===== src/rtl/rf_cmd_map.svh =====
`ifndef RF_CMD_MAP_SVH
`define RF_CMD_MAP_SVH
`define CMD_IDENTIFY       8'h00
`define CMD_READ           8'h06
`define CMD_WRITE          8'h08
`define RSP_IDENTIFY       8'h01
`define RSP_READ           8'h07
`define RSP_WRITE          8'h09
`define SYS_ALL            16'hFFFF
`define SYS_WILDCARD       16'hAAFF
`define REQC_NONE          8'h00
`define REQC_SYSCODE       8'h01
`define REQC_PROTOCOL      8'h02
`define PROTO_CAPS         16'h0083
`define RTD_FIXED_ONES     8'hFF
`define RTD_FIXED_ZERO     8'h00
`define ST_OK              8'h00
`define ST_ERR             8'hFF
`define ST2_NO_HOST        8'h50
`define ST2_HOST_ERR       8'h51
`define ST2_SVC_COUNT      8'hA1
`define ST2_BLK_COUNT      8'hA2
`define ST2_SVC_MISMATCH   8'hA3
`define ST2_BLK_SPEC       8'hA5
`define ST2_SELF_DIAG      8'h60
`define ID_LEN             5'h08
`define FIELD_HI           8'hFF
`endif


===== src/rtl/rf_cmd_pkg.sv =====
package rf_cmd_pkg;
  typedef struct packed {
    logic       valid;
    logic [7:0] data;
    logic       last;
  } byte_beat_t;

  typedef struct packed {
    logic       valid;
    logic [7:0] code;
    logic [15:0] sys_code;
    logic [7:0] req_code;
    logic [7:0] timeslot;
    logic       tunnel;
    logic       svc_count_bad;
    logic       blk_count_bad;
    logic       svc_mismatch;
    logic       access_bad;
    logic       mode_reserved;
    logic       blk_out_of_range;
    logic       write_read_only;
    logic       plain_to_secure;
    logic       host_timeout;
    logic       host_error;
  } cmd_req_t;

  typedef struct packed {
    logic [15:0] sys_code;
    logic [63:0] card_identifier;
    logic [7:0]  rt_read;
    logic [7:0]  rt_write;
  } tag_cfg_t;

  typedef enum logic [1:0] {
    MATCH_NONE,
    MATCH_ANSWER
  } match_t;
endpackage


===== src/rtl/sys_code_match.sv =====
`timescale 1ns/1ps
`include "rf_cmd_map.svh"
module sys_code_match
  import rf_cmd_pkg::*;
(
  input  wire logic [15:0] i_req_code,
  input  wire logic [15:0] i_own_code,
  output logic             o_match
);
  // identify accepts all, wildcard or own code
  assign o_match = (i_req_code == `SYS_ALL) ||
                   (i_req_code == `SYS_WILDCARD) ||
                   (i_req_code == i_own_code);
endmodule


===== src/rtl/rf_command_status_responder.sv =====
`timescale 1ns/1ps
`include "rf_cmd_map.svh"
// Summary of operation
// - normal completion returns both status bytes as 00
// - tunnel transfer without host answer returns FF 50
// - tunnel transfer answered with host error returns FF 51
// - service file count out of range returns FF A1
// - block count out of range returns FF A2
// - differing service entries return FF A3
// - bad access mode, reserved mode or block beyond memory: FF A5
// - write to read-only or plaintext to secure area: FF 60
// - code 00 is the identify request
// - code 06 is read, memory or host in tunnel mode
// - code 08 is write, memory or host in tunnel mode
// - request code 01 or 02 honoured, anything else means 00
// - timeslot byte ignored, single slot assumed
// - identify reply: code 01, identifier, time descriptor
// - request code 01 appends own system code
// - request code 02 appends 0083
// - descriptor D0 D1 D7 all ones, D2-D4 zero, D5 D6 configured
// - identify reply always sent in first slot
// - failed read reply omits block count and block data
module rf_command_status_responder
  import rf_cmd_pkg::*;
(
  input  wire logic       i_clk,
  input  wire logic       i_rst,
  input  wire cmd_req_t   i_cmd,
  input  wire tag_cfg_t   i_cfg,
  input  wire logic [7:0] i_blk_count,
  input  wire logic       i_ready,
  output byte_beat_t      o_beat,
  output logic            o_busy,
  output logic [7:0]      o_status1,
  output logic [7:0]      o_status2,
  output logic            o_is_read,
  output logic            o_is_write,
  output logic            o_tunnel,
  output logic            o_dropped,
  output logic            o_body_en
);
  typedef enum logic [2:0] {
    S_IDLE,
    S_CODE,
    S_ID,
    S_RTD,
    S_REQD,
    S_STAT,
    S_DONE
  } st_e;

  typedef struct packed {
    st_e         st;
    logic [4:0]  idx;
    logic [7:0]  rsp_code;
    logic [1:0]  reqd_kind;
    logic        is_ident;
    logic        is_read;
    logic        is_write;
    logic        tunnel;
    logic [7:0]  s1;
    logic [7:0]  s2;
    logic        dropped;
    logic        body_en;
    logic        busy;
    byte_beat_t  beat;
  } state_t;

  state_t s_reg;
  state_t s_next;
  logic   sys_ok;
  logic [7:0] req_eff;
  logic [7:0] rtd_byte;
  logic [7:0] id_byte;
  logic [7:0] err2;
  logic       err;
  logic [15:0] caps;

  // fixed capability word for request code 02
  assign caps = `PROTO_CAPS;

  sys_code_match u_match (
    .i_req_code (i_cmd.sys_code),
    .i_own_code (i_cfg.sys_code),
    .o_match    (sys_ok)
  );

  always_comb begin
    if (i_cmd.req_code == `REQC_SYSCODE ||
        i_cmd.req_code == `REQC_PROTOCOL) begin
      req_eff = i_cmd.req_code;
    end else begin
      req_eff = `REQC_NONE;
    end
  end

  always_comb begin
    err  = 1'b1;
    err2 = `ST_OK;
    if (i_cmd.svc_count_bad) begin
      err2 = `ST2_SVC_COUNT;
    end else if (i_cmd.blk_count_bad) begin
      err2 = `ST2_BLK_COUNT;
    end else if (i_cmd.svc_mismatch) begin
      err2 = `ST2_SVC_MISMATCH;
    end else if (i_cmd.access_bad || i_cmd.mode_reserved ||
                 i_cmd.blk_out_of_range) begin
      err2 = `ST2_BLK_SPEC;
    end else if ((i_cmd.write_read_only &&
                  i_cmd.code == `CMD_WRITE) ||
                 i_cmd.plain_to_secure) begin
      err2 = `ST2_SELF_DIAG;
    end else if (i_cmd.tunnel && i_cmd.host_timeout) begin
      err2 = `ST2_NO_HOST;
    end else if (i_cmd.tunnel && i_cmd.host_error) begin
      err2 = `ST2_HOST_ERR;
    end else begin
      err = 1'b0;
    end
  end

  always_comb begin
    id_byte = i_cfg.card_identifier[63 - 8*s_reg.idx[2:0] -: 8];
  end

  always_comb begin
    case (s_reg.idx[2:0])
      3'h0, 3'h1, 3'h7: rtd_byte = `RTD_FIXED_ONES;
      3'h5: rtd_byte = i_cfg.rt_read;
      3'h6: rtd_byte = i_cfg.rt_write;
      default: rtd_byte = `RTD_FIXED_ZERO;
    endcase
  end

  always_comb begin
    s_next = s_reg;
    s_next.dropped = 1'b0;
    if (i_ready) begin
      s_next.beat.valid = 1'b0;
      s_next.beat.last  = 1'b0;
    end
    case (s_reg.st)
      S_IDLE: begin
        s_next.body_en = 1'b0;
        if (i_cmd.valid) begin
          s_next.is_ident = 1'b0;
          s_next.is_read  = 1'b0;
          s_next.is_write = 1'b0;
          s_next.tunnel   = i_cmd.tunnel;
          s_next.idx      = 5'h00;
          s_next.reqd_kind = 2'h0;
          case (i_cmd.code)
            `CMD_IDENTIFY: begin
              if (sys_ok) begin
                s_next.st       = S_CODE;
                s_next.is_ident = 1'b1;
                s_next.rsp_code = `RSP_IDENTIFY;
                s_next.reqd_kind = req_eff[1:0];
              end else begin
                s_next.dropped = 1'b1;
              end
            end
            `CMD_READ: begin
              s_next.st       = S_CODE;
              s_next.is_read  = 1'b1;
              s_next.rsp_code = `RSP_READ;
              s_next.s1       = err ? `ST_ERR : `ST_OK;
              s_next.s2       = err2;
            end
            `CMD_WRITE: begin
              s_next.st       = S_CODE;
              s_next.is_write = 1'b1;
              s_next.rsp_code = `RSP_WRITE;
              s_next.s1       = err ? `ST_ERR : `ST_OK;
              s_next.s2       = err2;
            end
            default: begin
              s_next.dropped = 1'b1;
            end
          endcase
        end
      end
      S_CODE: begin
        if (!s_reg.beat.valid || i_ready) begin
          s_next.beat.valid = 1'b1;
          s_next.beat.data  = s_reg.rsp_code;
          s_next.beat.last  = 1'b0;
          s_next.st         = S_ID;
          s_next.idx        = 5'h00;
        end
      end
      S_ID: begin
        if (!s_reg.beat.valid || i_ready) begin
          s_next.beat.valid = 1'b1;
          s_next.beat.data  = id_byte;
          s_next.beat.last  = 1'b0;
          s_next.idx        = s_reg.idx + 5'h01;
          if (s_reg.idx == `ID_LEN - 5'h01) begin
            s_next.idx = 5'h00;
            s_next.st  = s_reg.is_ident ? S_RTD : S_STAT;
          end
        end
      end
      S_RTD: begin
        if (!s_reg.beat.valid || i_ready) begin
          s_next.beat.valid = 1'b1;
          s_next.beat.data  = rtd_byte;
          s_next.idx        = s_reg.idx + 5'h01;
          s_next.beat.last  = 1'b0;
          if (s_reg.idx == `ID_LEN - 5'h01) begin
            s_next.idx = 5'h00;
            if (s_reg.reqd_kind == 2'h0) begin
              s_next.beat.last = 1'b1;
              s_next.st        = S_DONE;
            end else begin
              s_next.st = S_REQD;
            end
          end
        end
      end
      S_REQD: begin
        if (!s_reg.beat.valid || i_ready) begin
          s_next.beat.valid = 1'b1;
          s_next.idx        = s_reg.idx + 5'h01;
          s_next.beat.last  = (s_reg.idx == 5'h01);
          if (s_reg.reqd_kind == 2'h1) begin
            s_next.beat.data = (s_reg.idx == 5'h00) ?
              i_cfg.sys_code[15:8] : i_cfg.sys_code[7:0];
          end else begin
            s_next.beat.data = (s_reg.idx == 5'h00) ?
              caps[15:8] : caps[7:0];
          end
          if (s_reg.idx == 5'h01) begin
            s_next.st = S_DONE;
          end
        end
      end
      S_STAT: begin
        if (!s_reg.beat.valid || i_ready) begin
          s_next.beat.valid = 1'b1;
          s_next.idx        = s_reg.idx + 5'h01;
          if (s_reg.idx == 5'h00) begin
            s_next.beat.data = s_reg.s1;
            s_next.beat.last = 1'b0;
          end else begin
            s_next.beat.data = s_reg.s2;
            if (s_reg.is_read && s_reg.s1 == `ST_OK) begin
              s_next.beat.last = 1'b0;
              s_next.st        = S_DONE;
              s_next.body_en   = 1'b1;
            end else begin
              s_next.beat.last = 1'b1;
              s_next.st        = S_DONE;
            end
          end
        end
      end
      S_DONE: begin
        if (!s_reg.beat.valid || i_ready) begin
          if (s_reg.body_en && s_reg.idx != 5'h1F) begin
            s_next.beat.valid = 1'b1;
            s_next.beat.data  = i_blk_count;
            s_next.beat.last  = 1'b0;
            s_next.idx        = 5'h1F;
          end else begin
            s_next.st = S_IDLE;
          end
        end
      end
      default: begin
        s_next.st = S_IDLE;
      end
    endcase
    // busy registered so the output comes from a flop
    s_next.busy = (s_next.st != S_IDLE);
  end

  always_ff @(posedge i_clk) begin
    if (i_rst) begin
      s_reg.st        <= S_IDLE;
      s_reg.idx       <= 5'h00;
      s_reg.rsp_code  <= 8'h00;
      s_reg.reqd_kind <= 2'h0;
      s_reg.is_ident  <= 1'b0;
      s_reg.is_read   <= 1'b0;
      s_reg.is_write  <= 1'b0;
      s_reg.tunnel    <= 1'b0;
      s_reg.s1        <= `ST_OK;
      s_reg.s2        <= `ST_OK;
      s_reg.dropped   <= 1'b0;
      s_reg.body_en   <= 1'b0;
      s_reg.busy      <= 1'b0;
      s_reg.beat      <= '0;
    end else begin
      s_reg <= s_next;
    end
  end

  assign o_beat     = s_reg.beat;
  assign o_busy     = s_reg.busy;
  assign o_status1  = s_reg.s1;
  assign o_status2  = s_reg.s2;
  assign o_is_read  = s_reg.is_read;
  assign o_is_write = s_reg.is_write;
  assign o_tunnel   = s_reg.tunnel;
  assign o_dropped  = s_reg.dropped;
  assign o_body_en  = s_reg.body_en;
endmodule


===== config.mk =====
export PLATFORM = sky130hd
export DESIGN_NAME = rf_command_status_responder
export DESIGN_NICKNAME = d
export VERILOG_FILES = /design/src/rtl/rf_cmd_pkg.sv /design/src/rtl/sys_code_match.sv /design/src/rtl/rf_command_status_responder.sv
export VERILOG_INCLUDE_DIRS = /design/src /design/src/rtl
export SDC_FILE = /design/constraint.sdc
export NUM_CORES = 1
export LEC_CHECK = 0
export ABC_AREA = 1
export BUFFER_PORTS_ARGS = -buffer_cell sky130_fd_sc_hd__buf_2
export CORE_MARGIN = 2
export CORE_UTILIZATION = 47
export DETAILED_ROUTE_END_ITERATION = 10
export MAX_ROUTING_LAYER = met4
export PLACE_DENSITY = 0.93
export SLEW_MARGIN = 20
export SYNTH_ARGS = -nofsm -noshare
export SYNTH_HDL_FRONTEND = slang
export SYNTH_SLANG_ARGS = --single-unit

===== constraint.sdc =====
create_clock -name i_clk -period 2.55 [get_ports i_clk]
set_input_delay 0.1275 -clock i_clk [delete_from_list [all_inputs] [get_ports i_clk]]
set_output_delay 0.1275 -clock i_clk [all_outputs]
set_load 0.1 [all_outputs]

After elaboration in Yosys (flattened, before gate mapping)
Index checks and enable logic that the tools add are counted.

Register bits after elaboration: 51. Latch bits: 0. Bits in writable memories: 0. Memory bits (read-only): 0. Bits of input ports: 159. Output and inout port bits: 32. Logic and storage cells: 151. Memories: 0.

$add $sub $neg: 2. $mul: 0. Div/mod/pow operators: 0. Magnitude comparators: 0. Eq/ne operators: 32. Shift operators: 1. Mux-type cells: 65. Bitwise operators: 2. Reductions and logical operators: 33.

Operator list (number): two-way mux 8 bit (16); variable part select 71 x 33 -> 8 bit (1); two-way mux 10 bit (7); one-hot mux 10 bit (6 select lines) (1); one-hot mux 8 bit (3 select lines) (2); two-way mux 39 bit (1); one-hot mux 5 bit (7 select lines) (1); equality test 16 bit, second input constant (2); inequality test 2 bit, second input constant (11); two-way mux 7 bit (3); one-hot mux 3 bit (7 select lines) (1); equality test 3 bit, second input constant (6); two-way mux 1 bit (18); two-way mux 3 bit (6); equality test 16 bit (1); logical NOT 8 bit (2); two-way mux 16 bit (1); two-way mux 11 bit (1); two-way mux 9 bit (1); AND reduction 9 bit (1); equality test 8 x 1 -> 1 bit, second input constant (1); equality test 8 x 2 -> 1 bit, second input constant (1); equality test 8 x 3 -> 1 bit, second input constant (1); equality test 8 x 4 -> 1 bit, second input constant (1); 29 further kinds (48).

Logic depth before layout (Yosys ltp)
Gate-level depths: netlist of the first run.

Depth in word-level cells: 13. Depth in mapped cells: 15. Gate-level depth less buffers: 14.

Cells and area by module
Synthesis of the first run repeated with hierarchy kept, for this count alone.

Cell total of the unflattened synthesis: 770. Area, all modules: 4058.9 µm².

By module, submodules not included: rf_command_status_responder (instances 1, cells an instance 668, area each 3661.0 µm², seq. area each 760.7 µm²); sys_code_match (instances 1, cells an instance 102, area each 397.9 µm², seq. area each 0.0 µm²).

Worst setup path after synthesis of the first run
Ideal clock, no wire load.

Path type: flip-flop to flip-flop. Start: register s_reg (netlist bit o_body_en). End: register s_reg (netlist bit o_beat[2]). Setup time: 128 ps. Arrival time: 1932 ps. Required time: 2422 ps. Path slack: 490 ps. Stages on the path, launching flop included: 10. Buffers on the path: 0. Clock period less this slack: 2060 ps. Path through: dfxtp_1 -> inv_1 -> nor2_1 -> inv_1 -> a21oi_2 -> nand2_4 -> clkinv_2 -> o21ai_2 -> a221oi_1 -> a21oi_1.

Longest elaborated chain between the ends: 3.

RTL lines: start, declared (line rf_command_status_responder.sv:69) `state_t s_reg;`; start signal, assigned (line rf_command_status_responder.sv:295) `s_reg <= s_next;`; logical AND 1 bit (line rf_command_status_responder.sv:260) `if (s_reg.body_en && s_reg.idx != 5'h1F) begin`; inequality test 2 bit (no source line); AND reduction 8 bit (no source line).

Every way passes these cells. A chain may end at the register's enable or synchronous reset.

Worst setup path after layout of the first run
Start: register s_reg[43] in the netlist's numbering. End: register s_reg (netlist bit o_busy).

Longest elaborated chain between the ends: 6. Elaborated cells on any way between the ends: 17. Classes of those cells: 3 x eq/ne; 11 x mux; 3 x reduce/logical.

RTL lines: inequality test 5 bit (line rf_command_status_responder.sv:260); logical AND 1 bit (line rf_command_status_responder.sv:260); two-way mux 3 bit (line rf_command_status_responder.sv:260); two-way mux 8 bit (line rf_command_status_responder.sv:259) `if (!s_reg.beat.valid || i_ready) begin`; one-hot mux 3 bit (7 select lines) * (line rf_command_status_responder.sv:142) `case (s_reg.st)`; nonzero test 3 bit * (line rf_command_status_responder.sv:275) `s_next.busy = (s_next.st != S_IDLE);`.

Every way passes the cells marked *; elsewhere a longest branch is shown, timed or not. The select of a mux whose other input is x is not followed.

==> results.txt, run 1 <==
Row cnt: 32
Internal power: 0.0009418 W
Root buffer cell: clkbuf_8
Clock sink total: 38
Vert. Die Dim: 92.49 um
Psw: 0.0003838 W
Xor and xnor fraction of the mapped netlist area: 0.2380%
Logic pwr share: 22.7%
Cts hold-fix bufs: 0
Vias in the first global route: 4194
F_max: 0.4388 GHz
Synth Instances: 628
Crit path time final: 2.279 ns
Vias per cell: 5.202
CP max stage cell: dfxtp_1
H-tree depth: 2
Synth Area in Simple Gates: 35.02%
Final core occ: 59.42%
Worst-case clock buffer depth: 2
Core area: 7647 um2
Fraction of the cycle the final worst path needs: 89.37%
Wire per inst: 12.77 um
Worst vdd ir: 0.0002729 V
Initial antenna violation count: 0
Design Area, Final: 4544 um2
Die span in x: 92.49 um
Largest register FFs: 14
Crit path kind: reg -> reg
I/O pin cnt: 191
CTS tree: done
Post-route ant nets: 0
Cell breakdown of the critical path: buf_4 -> inv_1 -> ha_1 -> inv_1 -> nor2_1 -> nand2_1 -> buf_4 -> inv_1 -> nor2_1 -> nand2_2 -> inv_2 -> nor2_1 -> a31oi_1 -> nor2_1 -> nand2_1
Post-synthesis mux area share: 0%
Most numerous cell on the critical path: nor2_1
Cell area after synthesis: 3680 um2
Worst skew pair latency: 0.29 ns
Slowest stage delay, CP: 0.33 ns
Clock skew: 0.004836 ns
Yosys reg bits: 38
Overflow after GRT: 0
Power per Cell Area: 291.7 nW/um2
Via Count: 4578
First-pass GRT wire length: 17930 um
Setup violators final: 0
Initial DRC Count: 282
Sequential area share after synthesis: 20.67%
Final Hold Fails: 0
Setup bufs post-CTS: 0
Syn nets: 793
Leakage: 2.377 nW
WP data arrival: 2.51 ns
Max_cap viols: 0
DRC Markers: 0
ANT cells: 0
Top Family by Delay on Critical Path: buffers and inverters
Largest net degree at the start of global routing: 38
Clock power frac: 31.9%
TritonRoute pass-1 iters: 4
Die area: 8553 um2
Post-DP Area: 4453 um2
CTS Buf Count: 5
Switching Fraction: 28.95%
RSZ-0062 raised after global routing: false
GRT Total Usage: 26.26%
CP Capture Type: register
Area share of fa/ha/maj cells after synthesis: 2.040%
Critical Path Source Type: register
Clock slew seen by the registers of the worst setup and hold paths: 0.07 ns
Worst hold path class: in -> reg
CP Data Required Time: 2.78 ns
Mean Syn Cell Area: 5.860 um2
Max-slew violation count: 0
Post-synthesis cell type count: 46
Final #Nets: 942
Synth-to-Final Area Change: 23.50%
Status: finished, final reports clean
CP bufs+invs: 6
Layout cells sized above 1: 29.43%
IO Port Bufs: 181
Setup_tns: 0 ns
Number of fill cells in the layout: 756
Cts repair resizes: 0
Sequential Power Share: 45.5%
Synth warn: 0
Largest family of logic cells by synthesized area: simple AND/OR/NAND/NOR gates
HPWL Detailed: 9113 um
Post-synthesis compound-gate area fraction: 25.06%
Initial core utilization: 48.12%
Total length of routed wires: 11240 um
Routability congestion estimate: 0.9695
Crit-path max FO: 37
## power groups by stage
stage               combinational (W)  clock [W]  sequential, W
floorplan                    0.000129          0       0.000639
global placement             0.000295          0       0.000617
detailed placement           0.000299          0       0.000617
CTS                          0.000300   0.000425       0.000603
global route                 0.000331   0.000446       0.000604
finish                       0.000300   0.000422       0.000603
## synth_stat cells, drive strengths merged
master / instances / area (um2)
nand2: 155 / 609.3
nor2: 100 / 439.2
inv: 80 / 305.3
o21ai: 76 / 384.1
buf: 39 / 277.8
dfxtp: 38 / 760.7
a21oi: 36 / 187.7
nand3: 15 / 75.07
o211ai: 13 / 97.59
nand4: 11 / 68.82
a31oi: 10 / 62.56
nor3: 9 / 50.05
ha: 6 / 75.07
o22ai: 6 / 37.54
clkbuf: 5 / 18.77
a221oi: 4 / 35.03
o31ai: 4 / 30.03
a41oi: 3 / 33.79
or2: 3 / 18.77
a211oi: 2 / 15.01
clkinv: 2 / 10.01
nor4: 2 / 12.51
o221ai: 2 / 23.77
a21o: 1 / 7.510
a22oi: 1 / 7.510
conb: 1 / 3.750
dlygate4sd1: 1 / 8.760
nor3b: 1 / 7.510
or4: 1 / 7.510
xor2: 1 / 8.760
## routing by layer
layer	routed length, um	global-route usage [%]
met3	1049	5.940
met2	5373	46.41
met1	4339	27.64
met5	0	-
met4	475	12.69
## cells in the final DEF (no fill, tap or decap), types with 2 or more instances in the layout
cell      count
buf_2       181
nand2_1     148
nor2_1       90
inv_1        73
o21ai_0      70
dfxtp_1      38
a21oi_1      34
nand3_1      15
o211ai_1     13
nand4_1      11
a31oi_1      10
nor3_1        8
o22ai_1       6
ha_1          6
clkbuf_8      6
buf_4         6
inv_2         5
nand2_2       5
nor2_4        5
o21ai_1       5
nor2_2        4
o31ai_1       4
a221oi_1      4
clkinv_2      3
or2_2         3
inv_4         2
nand2_4       2
a21oi_2       2
nor4_1        2
a211oi_1      2
a41oi_1       2
## worst paths after layout
path	depth (start not counted)	to	slack, ns	start
worst max register to register	15	o_busy$_SDFF_PP0_	0.27	s_reg[43]$_SDFFE_PP0P_
worst max-delay path	15	o_busy$_SDFF_PP0_	0.27	s_reg[43]$_SDFFE_PP0P_
worst min-delay path	3	o_status2[0]$_SDFFE_PP0P_	0.09	i_cmd[8]
worst min register to register	2	o_is_write$_SDFFE_PP0P_	0.46	o_is_write$_SDFFE_PP0P_
## metrics by stage
step / setup WS [ns] / total power [W] / hold WS [ns] / std cells
after floorplan: 0.4899 / 0.0007686 / 0.2046 / 628
after global placement: 0.3980 / 0.0009120 / 0.3938 / 872
after detailed placement: 0.3026 / 0.0009150 / 0.3956 / 872
after CTS: 0.2808 / 0.001328 / 0.08612 / 880
after global routing: 0.06730 / 0.001381 / 0.1030 / 880
final: 0.2711 / 0.001326 / 0.09233 / 880
## final cells by class
| type | count | area [um2] | share of cell area (%) |
|---|---|---|---|
| clock buffers | 7 | 86.33 | 1.900 |
| clock inverters | 1 | 5.005 | 0.1101 |
| inverters | 82 | 315.3 | 6.938 |
| multi-input cells | 463 | 2298 | 50.58 |
| flip-flops and latches | 38 | 760.7 | 16.74 |
| well taps | 102 | 127.6 | 2.808 |
| repair buffers | 187 | 950.9 | 20.93 |
## worst reg2reg max path: stages (launching register included)
cell and delay [ns]:
dfxtp_1 0.33, buf_4 0.33, inv_1 0.14, ha_1 0.22, inv_1 0.05, nor2_1 0.03
nand2_1 0.06, buf_4 0.22, inv_1 0.13, nor2_1 0.13, nand2_2 0.07, inv_2 0.08
nor2_1 0.04, a31oi_1 0.25, nor2_1 0.07, nand2_1 0.07
## logic make-up (layout without fill, tap and decap cells)
logic type,after synthesis,count (layout)
DFF,38,38
AOI/OAI and AO/OA,158,158
xor gates and xnor gates,1,1
adders and majority gates,6,6
and+or+nand+nor,297,297
other,1,1
buffers and inverters,127,277
Note: power is estimated with default switching activity, not from simulation.
==> inputs of run 2 (changes only) <==
--- a/config.mk
+++ b/config.mk
@@ -9,10 +9,11 @@
 export ABC_AREA = 1
 export BUFFER_PORTS_ARGS = -buffer_cell sky130_fd_sc_hd__buf_2
 export CORE_MARGIN = 2
-export CORE_UTILIZATION = 47
+export CORE_UTILIZATION = 48
+export CTS_BUF_LIST = sky130_fd_sc_hd__clkbuf_4 sky130_fd_sc_hd__clkbuf_8
 export DETAILED_ROUTE_END_ITERATION = 10
 export MAX_ROUTING_LAYER = met4
-export PLACE_DENSITY = 0.93
+export PLACE_DENSITY = 0.94
 export SLEW_MARGIN = 20
 export SYNTH_ARGS = -nofsm -noshare
 export SYNTH_HDL_FRONTEND = slang
==> results.txt, run 2 (synthesis gave the netlist of run 1 again) <==
Clock skew: 0.005479 ns (+0.0006430 ns)
Vert. Die Dim: 91.56 um (-1.0%)
Cell breakdown of the critical path: ha_1 -> nand2_1 -> nor2_1 -> ha_1 -> nor2_1 -> inv_1 -> a21oi_2 -> nand2_4 -> clkinv_2 -> o21ai_2 -> a221oi_1 -> a21oi_1
Cts hold-fix bufs: 0 (unchanged)
TritonRoute pass-1 iters: 5 (+1)
Top Family by Delay on Critical Path: compound AO/OA/AOI/OAI gates
Routability congestion estimate: 0.9834 (+1.4%)
Crit-path max FO: 13 (-65%)
CP max stage cell: dfxtp_1
Worst hold path class: in -> reg
I/O pin cnt: 191 (unchanged)
Number of fill cells in the layout: 707 (-6.5%)
Clock sink total: 38 (unchanged)
Power per Cell Area: 289.2 nW/um2 (-0.86%)
Worst-case clock buffer depth: 2 (unchanged)
CTS tree: done
Leakage: 2.372 nW (-0.21%)
Crit path kind: reg -> reg
Setup bufs post-CTS: 0 (unchanged)
Most common cell after layout, fill and taps aside: buf_2
Fraction of the cycle the final worst path needs: 85.99% (-3.4 points)
H-tree depth: 2 (unchanged)
Wire per inst: 12.99 um (+1.8%)
Core area: 7331 um2 (-4.1%)
Setup ws final: 0.3573 ns (+0.08614 ns)
CTS Buf Count: 5 (unchanged)
RSZ-0062 raised after global routing: false
DRC Markers: 0 (unchanged)
Max_cap viols: 0 (unchanged)
Post-route ant nets: 0 (unchanged)
Overflow after GRT: 0 (unchanged)
R2r setup slk: 0.36 ns (+0.09 ns)
Setup_tns: 0 ns (unchanged)
Design Area, Final: 4532 um2 (-0.28%)
Worst reg2reg startpoint: s_reg[43]$_SDFFE_PP0P_
Clock slew seen by the registers of the worst setup and hold paths: 0.07 ns (about the same)
Worst vdd ir: 0.0002154 V (-21%)
Synth-to-Final Area Change: 23.16%
Total length of routed wires: 11370 um (+1.2%)
Root buffer cell: clkbuf_8
Slowest stage delay, CP: 0.34 ns (about the same)
Hold endpoint: s_reg[33]$_SDFFE_PP0P_
Status: finished, final reports clean
F_max: 0.4560 GHz (+3.9%)
Final core occ: 61.82% (+2.4 points)
Largest register FFs: 14 (unchanged)
HPWL Detailed: 9103 um (-0.11%)
Cts repair resizes: 0 (unchanged)
Area of the multi-input gates: 2298 um2 (unchanged)
Most frequent cells in the layout: buf_2 (181), nand2_1 (148), nor2_1 (90)
CP Capture Type: register
Largest net degree at the start of global routing: 36 (-5.3%)
Worst R2R Path Depth: 12 (-3)
ANT cells: 0 (unchanged)
Vias per cell: 5.283 (+1.6%)
Final #Nets: 942 (unchanged)
Crit path time final: 2.193 ns (-0.08614 ns)
Setup violators final: 0 (unchanged)
Vias in the first global route: 4076 (-2.8%)
Post-DP Area: 4449 um2 (about the same)
Row cnt: 31 (-3.1%)
Register area: 760.7 um2 (unchanged)
GRT Total Usage: 26.84% (+0.58 points)
Worst skew pair latency: 0.29 ns (about the same)
WHS Path Cells: 4 (+1)
Via Count: 4623 (+0.98%)
Initial antenna violation count: 0 (unchanged)
Die area: 8382 um2 (-2.0%)
Initial core utilization: 50.20% (+2.1 points)
First-pass GRT wire length: 18110 um (+1.0%)
Initial DRC Count: 301 (+6.7%)
Die span in x: 91.56 um (-1.0%)
Worst hold slack: 0.1198 ns (+0.02745 ns)
WP data arrival: 2.36 ns (-0.15 ns)
Max-slew violation count: 0 (unchanged)
IO Port Bufs: 181 (unchanged)
CP bufs+invs: 2 (-4)
Final Hold Fails: 0 (unchanged)
Hold Path Origin: i_cmd[20]
Layout cells sized above 1: 29.38% (-0.053 points)
Place WS: 0.4153 ns (+0.1127 ns)
CP Data Required Time: 2.72 ns (-0.06 ns)
Critical Path Source Type: register
FF-to-FF End: o_beat[3]$_SDFFE_PP0P_
-- run 2: changes by cell type in the layout (fill, tap and decap cells not counted), sizes merged --
cell	change
clkbuf	-1
clkinv	-1
-- run 2: cell type report --
type | count | area share [%]
multi-input combinational | 463 | 50.72
inverter | 82 | 6.957
clock buffer | 6 | 1.822
sequential | 38 | 16.79
timing repair buffer | 187 | 20.98
tap | 99 | 2.733
-- run 2: worst max path at each step --
stage | from | end | slack [ns] | cells after the start
after floorplan | o_body_en$_SDFFE_PP0P_ | o_beat[2]$_SDFFE_PP0P_ | 0.49 | 9
after global placement | s_reg[43]$_SDFFE_PP0P_ | o_beat[2]$_SDFFE_PP0P_ | 0.48 | 12
after detailed placement | s_reg[43]$_SDFFE_PP0P_ | o_beat[3]$_SDFFE_PP0P_ | 0.42 | 12
after CTS | s_reg[43]$_SDFFE_PP0P_ | o_beat[3]$_SDFFE_PP0P_ | 0.38 | 12
after global routing | s_reg[43]$_SDFFE_PP0P_ | o_beat[3]$_SDFFE_PP0P_ | 0.16 | 12
final | s_reg[43]$_SDFFE_PP0P_ | o_beat[3]$_SDFFE_PP0P_ | 0.36 | 12
-- run 2: layer usage --
metal	global-route usage [%]	up-vias	share of wire, %
li1	-	2342	-
met1	29.76	2041	40
met2	47.00	214	49
met3	5.062	26	8.3
met4	11.11	0	3.0
met5	-	-	0
-- run 2: stage by stage --
step	cells	total power, W
floorplan	628	0.0007686
global placement	869	0.0009116
detailed placement	869	0.0009152
CTS	875	0.001310
global route	875	0.001367
finish	875	0.001311
-- run 2: power by group --
part           total [W]  switching (W)  leakage (nW)  internal, W
sequential      0.000603     0.00000349         0.307     0.000600
combinational   0.000301       0.000177          2.02     0.000124
clock           0.000406       0.000198        0.0431     0.000208
-- run 2: worst min-delay path: stages --
cell     delay (ns)
buf_2          0.09
nor4_1         0.05
nand2_1        0.05
a21oi_1        0.05
==> inputs of run 3 (changes only) <==
--- a/config.mk
+++ b/config.mk
@@ -14,6 +14,7 @@
 export DETAILED_ROUTE_END_ITERATION = 10
 export MAX_ROUTING_LAYER = met4
 export PLACE_DENSITY = 0.94
+export REMOVE_ABC_BUFFERS = 1
 export SLEW_MARGIN = 20
 export SYNTH_ARGS = -nofsm -noshare
 export SYNTH_HDL_FRONTEND = slang
==> results.txt, run 3 (synthesis gave the netlist of run 1 again) <==
Synth-to-Final Area Change: 23.50%
Cts hold-fix bufs: 0 (unchanged)
Max_cap viols: 0 (unchanged)
Fin cells: 877 (+0.23%)
DP Cell Count: 869 (unchanged)
CP Capture Type: register
I/O pin cnt: 191 (unchanged)
Setup violators final: 0 (unchanged)
Largest net degree at the start of global routing: 38 (+5.6%)
CTS tree: done
Status: finished, final reports clean
CTS Buf Count: 5 (unchanged)
Critical Path Source Type: register
Initial core utilization: 50.20% (unchanged)
Row cnt: 31 (unchanged)
Fraction of the cycle the final worst path needs: 88.20% (+2.2 points)
Worst skew pair latency: 0.31 ns (+0.02 ns)
HPWL Detailed: 9228 um (+1.4%)
WL met1: 4698 um (+3.8%)
Place WS: 0.3497 ns (-0.06560 ns)
Overall Power: 0.001365 W (+4.2%)
Final Hold Fails: 0 (unchanged)
Layout cells sized above 1: 29.56% (+0.18 points)
Worst hold path class: in -> reg
Met3 wire length: 1199 um (+27%)
Number of fill cells in the layout: 731 (+3.4%)
Initial DRC Count: 285 (-5.3%)
Setup bufs post-CTS: 0 (unchanged)
Register area: 760.7 um2 (unchanged)
Cts repair resizes: 0 (unchanged)
IO Port Bufs: 181 (unchanged)
Most common cell after layout, fill and taps aside: buf_2
Final #Nets: 942 (unchanged)
Area of the multi-input gates: 2298 um2 (unchanged)
WL met2: 5528 um (-0.65%)
Post-route ant nets: 0 (unchanged)
CP Data Required Time: 2.78 ns (+0.06 ns)
First-pass GRT wire length: 18720 um (+3.4%)
Setup ws final: 0.3008 ns (-0.05642 ns)
Slowest stage delay, CP: 0.35 ns (about the same)
R2r setup slk: 0.30 ns (-0.06 ns)
Top Layer Used: met4
Total length of routed wires: 11670 um (+2.7%)
Clock slew seen by the registers of the worst setup and hold paths: 0.09 ns (+0.02 ns)
CP max stage cell: dfxtp_1
Most numerous cell on the critical path: nor2_1
F_max: 0.4446 GHz (-2.5%)
Largest register FFs: 14 (unchanged)
Clock sink total: 38 (unchanged)
H-tree depth: 2 (unchanged)
Crit path time final: 2.249 ns (+0.05642 ns)
TritonRoute pass-1 iters: 7 (+2)
Most frequent cells in the layout: buf_2 (181), nand2_1 (148), nor2_1 (90)
Die span in x: 91.56 um (unchanged)
Overflow after GRT: 0 (unchanged)
GRT Total Usage: 28.11% (+1.3 points)
Worst hold slack: 0.08481 ns (-0.03498 ns)
Max-slew violation count: 0 (unchanged)
ANT cells: 0 (unchanged)
DRC Markers: 0 (unchanged)
Cell breakdown of the critical path: buf_4 -> inv_1 -> ha_1 -> inv_1 -> nor2_1 -> nand2_1 -> buf_4 -> o21ai_0 -> o31ai_1 -> a21oi_1 -> nor2_1 -> nor2_1 -> a31oi_1
Max_slew headroom: 65.47%
Worst Tran Pin Value: 0.5216 ns
Initial antenna violation count: 0 (unchanged)
Design Area, Final: 4544 um2 (+0.28%)
Vert. Die Dim: 91.56 um (unchanged)
Post-DP Area: 4449 um2 (unchanged)
Wire per inst: 13.31 um (+2.4%)
Clock skew: 0.01142 ns (+0.005936 ns)
Worst-case clock buffer depth: 2 (unchanged)
Vias per cell: 5.358 (+1.4%)
Leakage: 2.376 nW (+0.17%)
Root buffer cell: clkbuf_8
Power per Cell Area: 300.4 nW/um2 (+3.9%)
Worst vdd ir: 0.0004148 V (+93%)
RSZ-0062 raised after global routing: false
Via Count: 4699 (+1.6%)
Routability congestion estimate: 0.9878 (+0.45%)
WP data arrival: 2.48 ns (+0.12 ns)
Die area: 8382 um2 (unchanged)
Core area: 7331 um2 (unchanged)
Crit-path max FO: 37 (+24)
Vias in the first global route: 4280 (+5.0%)
Crit path kind: reg -> reg
run 3: path summary, 6_finish.rpt:
| path | start | end | cells past startpoint |
|---|---|---|---|
| setup / recovery | s_reg[43]$_SDFFE_PP0P_ | o_beat[8]$_SDFFE_PP0P_ | 13 |
| hold reg to reg | s_reg[35]$_SDFFE_PP0P_ | s_reg[35]$_SDFFE_PP0P_ | 2 |
| setup reg to reg | s_reg[43]$_SDFFE_PP0P_ | o_beat[8]$_SDFFE_PP0P_ | 13 |
| hold / removal | i_cmd[20] | s_reg[33]$_SDFFE_PP0P_ | 4 |
run 3: layout make-up:
type                    count  share of cell area [%]
multi-input cells         463                   50.58
repair buffers            187                   20.93
flip-flops and latches     38                   16.74
inverters                  82                   6.938
well taps                  99                   2.726
clock buffers               6                   1.817
clock inverters             2                  0.2753
run 3: where the power goes:
group / leakage [nW] / total, W / internal, W / switching, W
Clock: 0.0472 / 0.000459 / 0.000218 / 0.000242
Sequential: 0.307 / 0.000603 / 0.000599 / 0.00000368
Combinational: 2.02 / 0.000303 / 0.000124 / 0.000179
Total: 2.38 / 0.00137 / 0.000941 / 0.000424
run 3: critical path, delay by kind of cell, from the launching register on:
family                     cells  cell delay, ns
AOI/OAI and AO/OA              4            0.47
adders and majority gates      1            0.21
buffers and inverters          4            0.72
DFF                            1            0.35
and+or+nand+nor                4            0.41
run 3: stage by stage:
step                setup TNS [ns]  utilization, %
CTS                              0           61.99
global route                     0           61.99
global placement                 0           60.69
detailed placement               0           60.69
finish                           0           61.99
floorplan                   -69.09               -
run 3: layer usage:
metal  GRT usage [%]  vias up
met2           47.67      245
met4           9.596        0
li1                -     2342
met3           5.643       29
met5               -        -
met1           33.10     2083
